===== config.mk =====
export PLATFORM = sky130hd
export DESIGN_NAME = ssp_top
export DESIGN_NICKNAME = d
export VERILOG_FILES = /design/src/design/ssp_pkg.sv /design/src/design/ssp_rate_if.sv /design/src/design/ssp_rate_div.sv /design/src/design/ssp_top.sv
export SDC_FILE = /design/constraint.sdc
export NUM_CORES = 1
export LEC_CHECK = 0
export ABC_AREA = 0
export BUFFER_PORTS_ARGS = -buffer_cell sky130_fd_sc_hd__clkbuf_2
export CAP_MARGIN = 10
export CORE_ASPECT_RATIO = 1.75
export CORE_UTILIZATION = 56
export DETAILED_ROUTE_END_ITERATION = 16
export MAX_ROUTING_LAYER = met4
export PLACE_DENSITY = 0.84
export SETUP_SLACK_MARGIN = 0.4
export SLEW_MARGIN = 10
export SYNTH_ARGS = -nofsm -noshare
export SYNTH_HDL_FRONTEND = slang
export SYNTH_SLANG_ARGS = --single-unit

===== constraint.sdc =====
create_clock -name core_clk_in -period 3.8 [get_ports core_clk_in]
set_input_delay 0.57 -clock core_clk_in [delete_from_list [all_inputs] [get_ports core_clk_in]]
set_output_delay 0.57 -clock core_clk_in [all_outputs]
set_load 0.01 [all_outputs]

===== src/design/ssp_pkg.sv =====
/*
  Package for the serial port: register offsets, field positions, reset values
  and shared enumerations. Assumes a 32-bit AHB-Lite bus with word registers.
*/
package ssp_pkg;
  localparam logic [7:0] OFS_CTRL1  = 8'h00;
  localparam logic [7:0] OFS_CTRL2  = 8'h04;
  localparam logic [7:0] OFS_RATE   = 8'h08;
  localparam logic [7:0] OFS_STATUS = 8'h0C;
  localparam logic [7:0] OFS_DATA   = 8'h10;

  // Control 1 fields
  localparam int C1_RF_IE   = 7;
  localparam int C1_ON      = 6;
  localparam int C1_TE_IE   = 5;
  localparam int C1_MASTER  = 4;
  localparam int C1_IDLE    = 3;
  localparam int C1_PHASE   = 2;
  localparam int C1_SEL_OE  = 1;
  localparam int C1_LSB     = 0;
  // Control 2 fields
  localparam int C2_FAULT_EN = 4;
  localparam int C2_DRIVE_EN = 3;
  localparam int C2_SINGLE   = 0;
  localparam logic [7:0] C2_MASK = 8'h19;
  // Rate fields
  localparam int RT_PRE_LO  = 4;
  localparam int RT_SEL_LO  = 0;
  // Status fields
  localparam int ST_RXFULL  = 7;
  localparam int ST_FAULT   = 4;
  localparam int ST_TXEMPTY = 5;

  localparam logic [7:0] CTRL1_RST  = 8'h04;
  localparam logic [7:0] CTRL2_RST  = 8'h00;
  localparam logic [7:0] RATE_RST   = 8'h00;
  localparam logic [3:0] BIT_LAST   = 4'hF;
  localparam logic [9:0] RATE_ONE   = 10'h001;

  typedef enum logic [2:0] {
    ST_IDLE  = 3'b001,
    ST_SHIFT = 3'b010,
    ST_DONE  = 3'b100
  } ssp_state_type;
endpackage


===== src/design/ssp_rate_if.sv =====
/*
  Carrier between the port core and its bit-rate divider.
  Assumes both ends run on the bus clock.
*/
`timescale 1ns/100ps
interface ssp_rate_if;
  logic       run;
  logic [2:0] prescale_field;
  logic [2:0] rate_select_field;
  logic       tick;
  modport core (output run, output prescale_field, output rate_select_field, input tick);
  modport div  (input run, input prescale_field, input rate_select_field, output tick);
endinterface


===== src/design/ssp_rate_div.sv =====
/*
  Two-stage bit-rate divider. A tick marks each half bit time of the master clock.
  Assumes run is held high for the whole transfer and dropped between transfers.
*/
`timescale 1ns/100ps
module ssp_rate_div
  import ssp_pkg::*;
(
  input  wire logic core_clk_in,
  input  wire logic nrst_in,
  ssp_rate_if.div   rate
);
  typedef struct packed {
    logic [2:0] pre;
    logic [8:0] cnt;
  } ssp_div_type;

  ssp_div_type s_q;
  ssp_div_type s_d;
  logic [8:0]  half_lim;

  // Half of 2^(n+1) is 2^n, so one tick per half bit
  assign half_lim = 9'((RATE_ONE << rate.rate_select_field) - RATE_ONE);

  always_comb begin
    s_d = s_q;
    if (!rate.run) begin
      s_d.pre = '0;
      s_d.cnt = '0;
    end else if (s_q.pre == rate.prescale_field) begin
      s_d.pre = '0;
      if (s_q.cnt == half_lim) begin
        s_d.cnt = '0;
      end else begin
        s_d.cnt = 9'(s_q.cnt + 9'h001);
      end
    end else begin
      s_d.pre = 3'(s_q.pre + 3'h1);
    end
  end

  always_ff @(posedge core_clk_in or negedge nrst_in) begin
    if (!nrst_in) begin
      s_q <= '0;
    end else begin
      s_q <= s_d;
    end
  end

  // Combinational so the first half bit of a frame is as long as the rest
  assign rate.tick = rate.run && (s_q.pre == rate.prescale_field) && (s_q.cnt == half_lim);
endmodule


===== src/design/ssp_top.sv =====
/*
  Byte-wide synchronous serial port, master or slave, with AHB-Lite registers,
  double-buffered data, two-stage divider and single-wire option.
  Assumes pins arrive asynchronously; port logic owns any pin whose enable is low.
*/
`timescale 1ns/100ps
module ssp_top
  import ssp_pkg::*;
(
  input  wire logic        core_clk_in,
  input  wire logic        nrst_in,
  input  wire logic        hsel_in,
  input  wire logic [31:0] haddr_in,
  input  wire logic [1:0]  htrans_in,
  input  wire logic        hwrite_in,
  input  wire logic [2:0]  hsize_in,
  input  wire logic [31:0] hwdata_in,
  input  wire logic        hready_in,
  output logic      [31:0] hrdata_out,
  output logic             hreadyout_out,
  output logic             hresp_out,
  input  wire logic        sck_in,
  output logic             sck_out,
  output logic             sck_oe_out,
  input  wire logic        mosi_in,
  output logic             mosi_out,
  output logic             mosi_oe_out,
  input  wire logic        miso_in,
  output logic             miso_out,
  output logic             miso_oe_out,
  input  wire logic        sel_n_in,
  output logic             sel_n_out,
  output logic             sel_oe_out,
  output logic             irq_out
);
  import ssp_pkg::*;

  typedef struct packed {
    logic                 wr_pend;
    logic                 rd_pend;
    logic [7:0]           addr;
    logic [31:0]          rdata;
    logic [7:0]           ctrl1;
    logic [7:0]           ctrl2;
    logic [7:0]           rate;
    logic [7:0]           tx_buf;
    logic                 tx_empty;
    logic [7:0]           rx_buf;
    logic                 rx_full;
    logic                 fault;
    logic                 st_read;
    ssp_state_type        state;
    logic [7:0]           shreg;
    logic [3:0]           half;
    logic                 sck;
    logic                 in_bit;
    logic [2:0]           sck_s;
    logic [2:0]           sel_s;
    logic [2:0]           mosi_s;
    logic [2:0]           miso_s;
    logic                 sck_fq;
    logic                 sel_fq;
  } ssp_core_type;

  ssp_core_type s_q;
  ssp_core_type s_d;
  ssp_rate_if   rate_bus ();

  logic on;
  logic master;
  logic single;
  logic lsb;
  logic phase;
  logic idle_lvl;
  logic sck_f;
  logic sel_f;
  logic din_f;
  logic sck_prev;
  logic addr_ok;
  logic take;
  logic [7:0] st_val;
  logic [7:0] rd_byte;
  logic lead_edge;
  logic trail_edge;
  logic sample_now;
  logic shift_now;
  logic slave_act;
  logic fault_in;

  assign on       = s_q.ctrl1[C1_ON];
  assign master   = s_q.ctrl1[C1_MASTER];
  assign single   = s_q.ctrl2[C2_SINGLE];
  assign lsb      = s_q.ctrl1[C1_LSB];
  assign phase    = s_q.ctrl1[C1_PHASE];
  assign idle_lvl = s_q.ctrl1[C1_IDLE];

  // A pin change counts once the second and third stages agree
  // Disagreeing stages keep the last accepted level, so a glitch is not an edge
  assign sck_f = (s_q.sck_s[1] == s_q.sck_s[2]) ? s_q.sck_s[2] : s_q.sck_fq;
  assign sel_f = (s_q.sel_s[1] == s_q.sel_s[2]) ? s_q.sel_s[2] : s_q.sel_fq;
  assign sck_prev = s_q.sck_fq;
  // Shifter input routing by role and single-wire choice
  always_comb begin
    if (master) begin
      din_f = single ? s_q.mosi_s[2] : s_q.miso_s[2];
    end else begin
      din_f = single ? s_q.miso_s[2] : s_q.mosi_s[2];
    end
  end

  assign slave_act = on && !master && !sel_f;
  assign fault_in  = on && master && s_q.ctrl2[C2_FAULT_EN] && !s_q.ctrl1[C1_SEL_OE] && !sel_f;

  assign addr_ok = (s_q.addr == OFS_CTRL1) || (s_q.addr == OFS_CTRL2) || (s_q.addr == OFS_RATE) ||
                   (s_q.addr == OFS_STATUS) || (s_q.addr == OFS_DATA);
  assign take    = hsel_in && hready_in && htrans_in[1];

  always_comb begin
    st_val             = 8'h00;
    st_val[ST_RXFULL]  = s_q.rx_full;
    st_val[ST_TXEMPTY] = s_q.tx_empty;
    st_val[ST_FAULT]   = s_q.fault;
  end

  always_comb begin
    case (haddr_in[7:0])
      OFS_CTRL1:  rd_byte = s_q.ctrl1;
      OFS_CTRL2:  rd_byte = s_q.ctrl2;
      OFS_RATE:   rd_byte = s_q.rate;
      OFS_STATUS: rd_byte = st_val;
      OFS_DATA:   rd_byte = s_q.rx_buf;
      default:    rd_byte = 8'h00;
    endcase
  end

  // Serial clock edges seen by the slave, after polarity
  assign lead_edge  = slave_act && (sck_f != sck_prev) && ((sck_f ^ idle_lvl) == 1'b1);
  assign trail_edge = slave_act && (sck_f != sck_prev) && ((sck_f ^ idle_lvl) == 1'b0);

  // Each half bit either samples or shifts; phase swaps which edge does which
  always_comb begin
    if (master) begin
      sample_now = rate_bus.tick && (s_q.half[0] == 1'b0) && (s_q.state == ST_SHIFT);
      shift_now  = rate_bus.tick && (s_q.half[0] == 1'b1) && (s_q.state == ST_SHIFT);
    end else begin
      sample_now = phase ? trail_edge : lead_edge;
      shift_now  = phase ? lead_edge : trail_edge;
    end
  end

  assign rate_bus.run               = on && master && (s_q.state == ST_SHIFT);
  assign rate_bus.prescale_field    = s_q.rate[RT_PRE_LO +: 3];
  assign rate_bus.rate_select_field = s_q.rate[RT_SEL_LO +: 3];

  always_comb begin
    s_d        = s_q;
    s_d.sck_s  = {s_q.sck_s[1:0], sck_in};
    s_d.sel_s  = {s_q.sel_s[1:0], sel_n_in};
    s_d.mosi_s = {s_q.mosi_s[1:0], mosi_in};
    s_d.miso_s = {s_q.miso_s[1:0], miso_in};
    s_d.sck_fq = sck_f;
    s_d.sel_fq = sel_f;
    s_d.wr_pend = 1'b0;
    s_d.rd_pend = 1'b0;
    if (take) begin
      s_d.addr    = haddr_in[7:0];
      s_d.wr_pend = hwrite_in;
      s_d.rd_pend = !hwrite_in;
      s_d.rdata   = {24'h000000, rd_byte};
      if (!hwrite_in && haddr_in[7:0] == OFS_STATUS) begin
        s_d.st_read = 1'b1;
      end
      if (!hwrite_in && haddr_in[7:0] == OFS_DATA && s_q.st_read) begin
        s_d.rx_full = 1'b0;
        s_d.fault   = 1'b0;
        s_d.st_read = 1'b0;
      end
    end
    if (s_q.wr_pend) begin
      case (s_q.addr)
        OFS_CTRL1: s_d.ctrl1 = hwdata_in[7:0];
        OFS_CTRL2: s_d.ctrl2 = hwdata_in[7:0] & C2_MASK;
        OFS_RATE:  s_d.rate  = hwdata_in[7:0] & 8'h77;
        OFS_DATA: begin
          s_d.tx_buf   = hwdata_in[7:0];
          s_d.tx_empty = 1'b0;
        end
        default: s_d.tx_buf = s_d.tx_buf;
      endcase
    end

    case (s_q.state)
      ST_IDLE: begin
        s_d.sck  = idle_lvl;
        s_d.half = 4'h0;
        if (on && master && !s_q.tx_empty && !fault_in) begin
          s_d.shreg    = s_q.tx_buf;
          // A byte written in this very cycle stays queued
          s_d.tx_empty = !(s_q.wr_pend && (s_q.addr == OFS_DATA));
          s_d.state    = ST_SHIFT;
          if (phase) begin
            s_d.sck = !idle_lvl;
          end
        end else if (slave_act) begin
          s_d.shreg    = s_q.tx_empty ? s_q.shreg : s_q.tx_buf;
          s_d.tx_empty = !(s_q.wr_pend && (s_q.addr == OFS_DATA));
          s_d.state    = ST_SHIFT;
        end
      end
      ST_SHIFT: begin
        if (sample_now) begin
          s_d.in_bit = din_f;
        end
        if (master && rate_bus.tick) begin
          s_d.half = 4'(s_q.half + 4'h1);
          // Toggle on every half bit except the last one when phase is one
          if (!(s_q.half == BIT_LAST)) begin
            s_d.sck = !s_q.sck;
          end else begin
            s_d.sck = idle_lvl;
          end
          if (!phase && s_q.half == BIT_LAST) begin
            s_d.sck = idle_lvl;
          end
        end
        if (shift_now) begin
          s_d.half = master ? s_d.half : 4'(s_q.half + 4'h2);
          s_d.shreg = lsb ? {s_q.in_bit, s_q.shreg[7:1]} : {s_q.shreg[6:0], s_q.in_bit};
          if (s_q.half == BIT_LAST || (!master && s_q.half == 4'hE)) begin
            s_d.state = ST_DONE;
          end
        end
        if (!master && sel_f) begin
          s_d.state = ST_IDLE;
        end
      end
      ST_DONE: begin
        s_d.rx_buf  = s_q.shreg;
        s_d.rx_full = 1'b1;
        s_d.state   = ST_IDLE;
        s_d.sck     = idle_lvl;
      end
      default: s_d.state = ST_IDLE;
    endcase

    if (fault_in) begin
      s_d.fault = 1'b1;
      s_d.ctrl1[C1_MASTER] = 1'b0;
      s_d.state = ST_IDLE;
    end

    if (!on) begin
      s_d.state    = ST_IDLE;
      s_d.tx_empty = 1'b1;
      s_d.rx_full  = 1'b0;
      s_d.half     = 4'h0;
      s_d.sck      = idle_lvl;
    end
  end

  always_ff @(posedge core_clk_in or negedge nrst_in) begin
    if (!nrst_in) begin
      s_q          <= '0;
      s_q.ctrl1    <= CTRL1_RST;
      s_q.ctrl2    <= CTRL2_RST;
      s_q.rate     <= RATE_RST;
      s_q.tx_empty <= 1'b1;
      s_q.state    <= ST_IDLE;
      s_q.sck_s    <= 3'b111;
      s_q.sel_s    <= 3'b111;
      s_q.sck_fq   <= 1'b1;
      s_q.sel_fq   <= 1'b1;
    end else begin
      s_q <= s_d;
    end
  end

  ssp_rate_div u_div (
    .core_clk_in (core_clk_in),
    .nrst_in     (nrst_in),
    .rate        (rate_bus)
  );

  // Pin routing; a low enable hands the pin back to port logic
  always_comb begin
    sck_oe_out  = on && master;
    mosi_oe_out = 1'b0;
    miso_oe_out = 1'b0;
    sel_oe_out  = 1'b0;
    if (on) begin
      if (!single) begin
        mosi_oe_out = master;
        miso_oe_out = !master && !sel_f;
      end else if (master) begin
        mosi_oe_out = s_q.ctrl2[C2_DRIVE_EN];
      end else begin
        miso_oe_out = s_q.ctrl2[C2_DRIVE_EN] && !sel_f;
      end
      sel_oe_out = master && s_q.ctrl2[C2_FAULT_EN] && s_q.ctrl1[C1_SEL_OE];
    end
  end

  assign sck_out       = s_q.sck;
  assign mosi_out      = lsb ? s_q.shreg[0] : s_q.shreg[7];
  assign miso_out      = lsb ? s_q.shreg[0] : s_q.shreg[7];
  assign sel_n_out     = (s_q.state == ST_IDLE);
  assign hrdata_out    = s_q.rdata;
  assign hreadyout_out = 1'b1;
  assign hresp_out     = 1'b0;
  assign irq_out       = (s_q.ctrl1[C1_RF_IE] && (s_q.rx_full || s_q.fault)) ||
                         (s_q.ctrl1[C1_TE_IE] && s_q.tx_empty);
endmodule


Word level (Yosys, flattened, before mapping)
Index checks and enable logic that the tools add are counted.
{ "classes": {"bitwise": 3, "n_addsub": 5, "eq_ne": 29, "n_shift": 1, "n_mux": 59, "reduce_logical": 67} }
{ "op_table": {"columns": ["cell", "count"], "rows": [
  ["$mux 42", 1],
  ["$pmux 8 s5", 1],
  ["$logic_and 1x1->1", 34],
  ["$mux 1", 31],
  ["$mux 30", 1],
  ["$eq 8x4->1 const B", 3],
  ["$mux 8", 3],
  ["$pmux 12 s2", 1],
  ["$mux 11", 2],
  ["$mux 3", 7],
  ["$mux 5", 4],
  ["$reduce_and 2->1", 10],
  ["$mux 9", 2],
  ["$eq 8x3->1 const B", 2],
  ["$eq 8x5->1 const B", 2],
  ["$logic_not 8->1", 2],
  ["$mux 15", 1],
  ["$mux 12", 1],
  ["$reduce_bool 2->1", 6],
  ["$logic_not 1->1", 10],
  ["$add 9x1->9 const B", 1],
  ["$eq 9x9->1", 1],
  ["$ne 3x1->1 const B", 3],
  ["$ne 3x2->1 const B", 3],
  ["26 further kinds", 32]
]} }
{ "totals": {"regBits": 97, "inputBits": 78} }

Longest topological paths before layout
{ "depth": {"word_depth": 13, "depth_mapped": 9, "ltp_nobuf": 7} }

Cells and area by module
A second synthesis with hierarchy kept.
{ "unflattened": {"hier_cells": 485, "area_unflattened_um2": 5237.5} }
{ "modules_own_cells": {"columns": ["mod", "cells_per_inst", "seq_area_each_um2", "n_inst", "area_each_um2"], "rows": [
  ["ssp_top", 393, 2140.8, 1, 4419.2],
  ["ssp_rate_div", 92, 300.3, 1, 818.3]
]} }

Least setup slack after synthesis
Ideal clock, no wire load.
{ "synth_timing": {"kind": "register -> register", "from": "reg s_q, in the netlist rate_bus.prescale_field[0]", "to": "reg s_q[14] (netlist name)", "setup_ps": 128, "n_path_buf": 1, "path_slack_ps": 1578, "t_required_ps": 3672, "arrival_time_ps": 2094, "stages_incl_launch_ff": 8, "cell_sequence": "dfrtp_1 -> xor2_1 -> nor3_4 -> nand3_4 -> or4_1 -> clkbuf_2 -> o22ai_1 -> mux2_1"} }
{ "synth_via": {"elab_chain_len": 7} }
{ "synth_lines": {"columns": ["item", "line", "text"], "rows": [
  ["from (decl)", "ssp_top.sv:65", "ssp_core_type s_q;"],
  ["$eq 3x3->1", "ssp_rate_div.sv:51", "assign rate.tick = rate.run && (s_q.pre == rate.prescale_field) && (s_q.cnt == half_lim);"],
  ["$logic_and 1x1->1 (2 in a row)", "ssp_rate_div.sv:51", null],
  ["$logic_and 1x1->1 (2 in a row)", "ssp_top.sv:143", "sample_now = rate_bus.tick && (s_q.half[0] == 1'b0) && (s_q.state == ST_SHIFT);"],
  ["$mux 1", "ssp_top.sv:142", "if (master) begin"],
  ["$reduce_and 2->1 (no source line)", null, null]
]} }
Every way passes these cells.
A chain may end at the register's enable or synchronous reset.

Final worst setup path
{ "layout_timing": {"from": "reg s_q[30] (netlist name)", "to": "reg s_q[14] (netlist name)"} }
{ "layout_via": {"elab_chain_len": 8} }
{ "layout_lines": {"columns": ["item", "line", "text"], "rows": [
  ["$eq 3x2->1 *", "ssp_top.sv:143, ssp_top.sv:151, ssp_top.sv:192", null],
  ["$logic_and 1x1->1", "ssp_top.sv:151", "assign rate_bus.run = on && master && (s_q.state == ST_SHIFT);"],
  ["$logic_and 1x1->1 (2 in a row)", "ssp_rate_div.sv:51", null],
  ["$logic_and 1x1->1 (2 in a row)", "ssp_top.sv:143", null],
  ["$mux 1", "ssp_top.sv:142", null],
  ["$reduce_and 2->1 (no source line) *", null, null]
]} }
Every way passes the cells marked *; elsewhere a longest branch is shown, timed or not.

==> results.json <==
{
  "status": "finished, final reports clean",
  "fp.dieH_um": 128,
  "grt_pass1_vias": 3652,
  "ioPinCount": 121,
  "yosysTopAreaCellShare_pct": 42.7,
  "clk_pin_slew_ns": 0.07,
  "core_area_mm2": 0.00873,
  "cp_top_family": "simple AND/OR/NAND/NOR gates",
  "insertion_delay_ns": 0.35,
  "clkSinkCount": 97,
  "syn_avg_cell_area_um2": 10.5,
  "reg2reg_from": "s_q[30]",
  "fin_skew_ns": 0.00846,
  "end_kind": "flip-flop",
  "grtUsageTotal_pct": 26.5,
  "die_area_mm2": 0.00940,
  "async_flop_share_pct": 100,
  "place.gp.congestion": 0.889,
  "start_util_pct": 57.8,
  "synthTopCellsByCount": "dfrtp_1, nand2_1, mux2_2, buf_4, a21oi_1",
  "num_rows": 45,
  "wl_per_cell_um": 17.5,
  "fmax_mhz": 374,
  "reg2reg_depth": 6,
  "maxCapViolCount": 0,
  "maxSlewHeadroom_pct": 34.0,
  "holdBufCountCts": 0,
  "hp-class": "in -> reg",
  "hold_depth": 1,
  "drt_first_pass_iters": 6,
  "synth_top_cells_by_area": "dfrtp_1, mux2_2, dfstp_2, buf_4, nand2_1",
  "worstSetupPathType": "reg -> reg",
  "finalCriticalPeriod_ns": 2.67,
  "n_antenna_cell": 0,
  "slowest_stage": "or4_1",
  "post-cts-setup-buffers": 0,
  "grt_overflow": 0,
  "grt_max_degree": 79,
  "min-delay-start": "sck_in",
  "synth_cell_types": 71,
  "place_hpwl_um": 7980,
  "drv_slew": 0,
  "ys_ff_latch": 97,
  "min_to": "s_d[12]",
  "cts_resized": 0,
  "worstReg2RegEnd": "s_q[14]",
  "drive_gt1_share_pct": 25.7,
  "area_delta_synth_final_pct": 8.86,
  "yosys_warnings": 0,
  "synth_flop_cell": "dfrtp_1",
  "dpl-instance-area_mm2": 0.00516,
  "cts_tree": "built",
  "die_w_um": 73.7,
  "p_leak_nw": 2.55,
  "setup_viol": 0,
  "antenna_found_initial": 0,
  "peakVddDrop_v": 0.000395,
  "crit_fanout": 12,
  "routed_wl_um": 10900,
  "grt_setup_unrepaired": "false",
  "ys_seq_area_share_pct": 48.4,
  "vias": 3709,
  "start_kind": "flip-flop",
  "yosysMostFrequentCell": "dfrtp_1",
  "vias_per_cell": 5.92,
  "crit_required_ns": 4.03,
  "fin_crit_sh_pct": 70.3,
  "cts_buffers": 9,
  "tightest_slew_ns": 0.986,
  "cellPowerDensity_mw_per_mm2": 474,
  "slowest_delay_ns": 0.72,
  "netlist_area_mm2": 0.00504,
  "worstPathArrival_ns": 2.91,
  "nNetsFinal": 587,
  "yosys.area.top_type": "dfrtp_1",
  "stdcell_area_mm2": 0.00549,
  "cp_cell_sequence": "nor3b_4 > and2_2 > nand3_4 > or4_1 > o22ai_1 > mux2_1",
  "final.setup.tns_ns": 0,
  "portBuffers": 42,
  "grt_pass1_wl_um": 17900,
  "drc": 0,
  "synth_cells": 480,
  "rrSetupSlack_ns": 1.13,
  "synth_edf_count": 0,
  "path_buf_inv": 0,
  "fin_util_pct": 62.9,
  "postRouteAntennaNets": 0,
  "hold_violations": 0,
  "htree_levels": 3,
  "drt_first_iter_violations": 487,
  "cts_root_buf": "clkbuf_16",
  "cts_buffer_depth": 2
}
==> worst register-to-register path, cell delays in order (launching register included) <==
cell,delay [ns]
dfrtp_1,0.44
nor3b_4,0.26
and2_2,0.36
nand3_4,0.14
or4_1,0.72
o22ai_1,0.30
mux2_1,0.35
==> routing by layer <==
layer | global-route usage [%] | share of wire [%] | vias up
li1 | - | - | 1716
met1 | 30.5 | 40 | 1820
met2 | 43.0 | 52 | 141
met3 | 5.21 | 4.4 | 32
met4 | 13.8 | 4.0 | 0
met5 | - | 0 | -
==> logic make-up after synthesis <==
group,count (synthesis),synth area share (%)
AND/OR/NAND/NOR,157,16.9
flip-flops,97,48.4
AO/OA/AOI/OAI,96,13.0
buffers and inverters,63,7.52
multiplexers,48,10.6
XOR/XNOR,10,1.74
adder cells (fa/ha/maj),7,1.66
other,2,0.149
==> stage by stage <==
| stage | power [mW] | setup WS [ns] | hold WS (ns) | cells |
|---|---|---|---|---|
| floorplan | 1.51 | 1.58 | 0.274 | 504 |
| global placement | 1.60 | 1.21 | 0.336 | 610 |
| CTS | 2.61 | 1.14 | 0.291 | 626 |
| finish | 2.60 | 1.13 | 0.298 | 626 |
| detailed placement | 1.63 | 1.15 | 0.339 | 610 |
| global route | 2.71 | 0.905 | 0.289 | 626 |
==> registers in the layout (all words and copies together), names as in the netlist, 3 cells and up <==
register,cells
rate_bus.prescale_field,3
u_div.s_q,12
s_d,8
hrdata_out,8
rate_bus.rate_select_field,3
s_q,56
==> worst max-delay path by stage <==
stage / depth (start not counted) / start / end / slack, ns
after floorplan: 7 / rate_bus.prescale_field[0] / s_q[14] / 1.58
after global routing: 6 / rate_bus.rate_select_field[2] / u_div.s_q[6] / 0.91
after detailed placement: 6 / s_q[30] / s_q[14] / 1.15
after CTS: 6 / s_q[30] / s_q[14] / 1.14
after global placement: 6 / s_q[30] / s_q[14] / 1.21
final: 6 / s_q[30] / s_q[14] / 1.13
==> power breakdown <==
part	switching, mW	total [mW]	internal [mW]
Sequential	0.113	1.24	1.13
Combinational	0.202	0.372	0.170
Clock	0.404	0.986	0.582
==> area by class of cell <==
| type | instances | area, µm² |
|---|---|---|
| Clock buffer | 9 | 225 |
| Sequential cell | 97 | 2440 |
| Clock inverter | 7 | 98.8 |
| Multi-Input combinational cell | 344 | 2310 |
| Timing Repair Buffer | 46 | 243 |
| Fill cell | 702 | 3240 |
| Tap cell | 117 | 146 |
| Inverter | 6 | 22.5 |
==> layout by cell type, fill, tap and decap left out, types with 8 or more instances in the layout <==
cell type / synthesis / routed
dfrtp_1: 86 / 86
and3_1: 8 / 8
nand3_1: 11 / 11
clkbuf_2: 2 / 41
dfstp_2: 11 / 11
o21ai_0: 20 / 20
nor2_1: 18 / 18
nor3_1: 14 / 14
a21oi_1: 23 / 23
mux2_2: 43 / 43
nand2_1: 57 / 57
conb_1: 2 / 26
clkbuf_16: 0 / 9
Power figures use the tool's default switching activity.
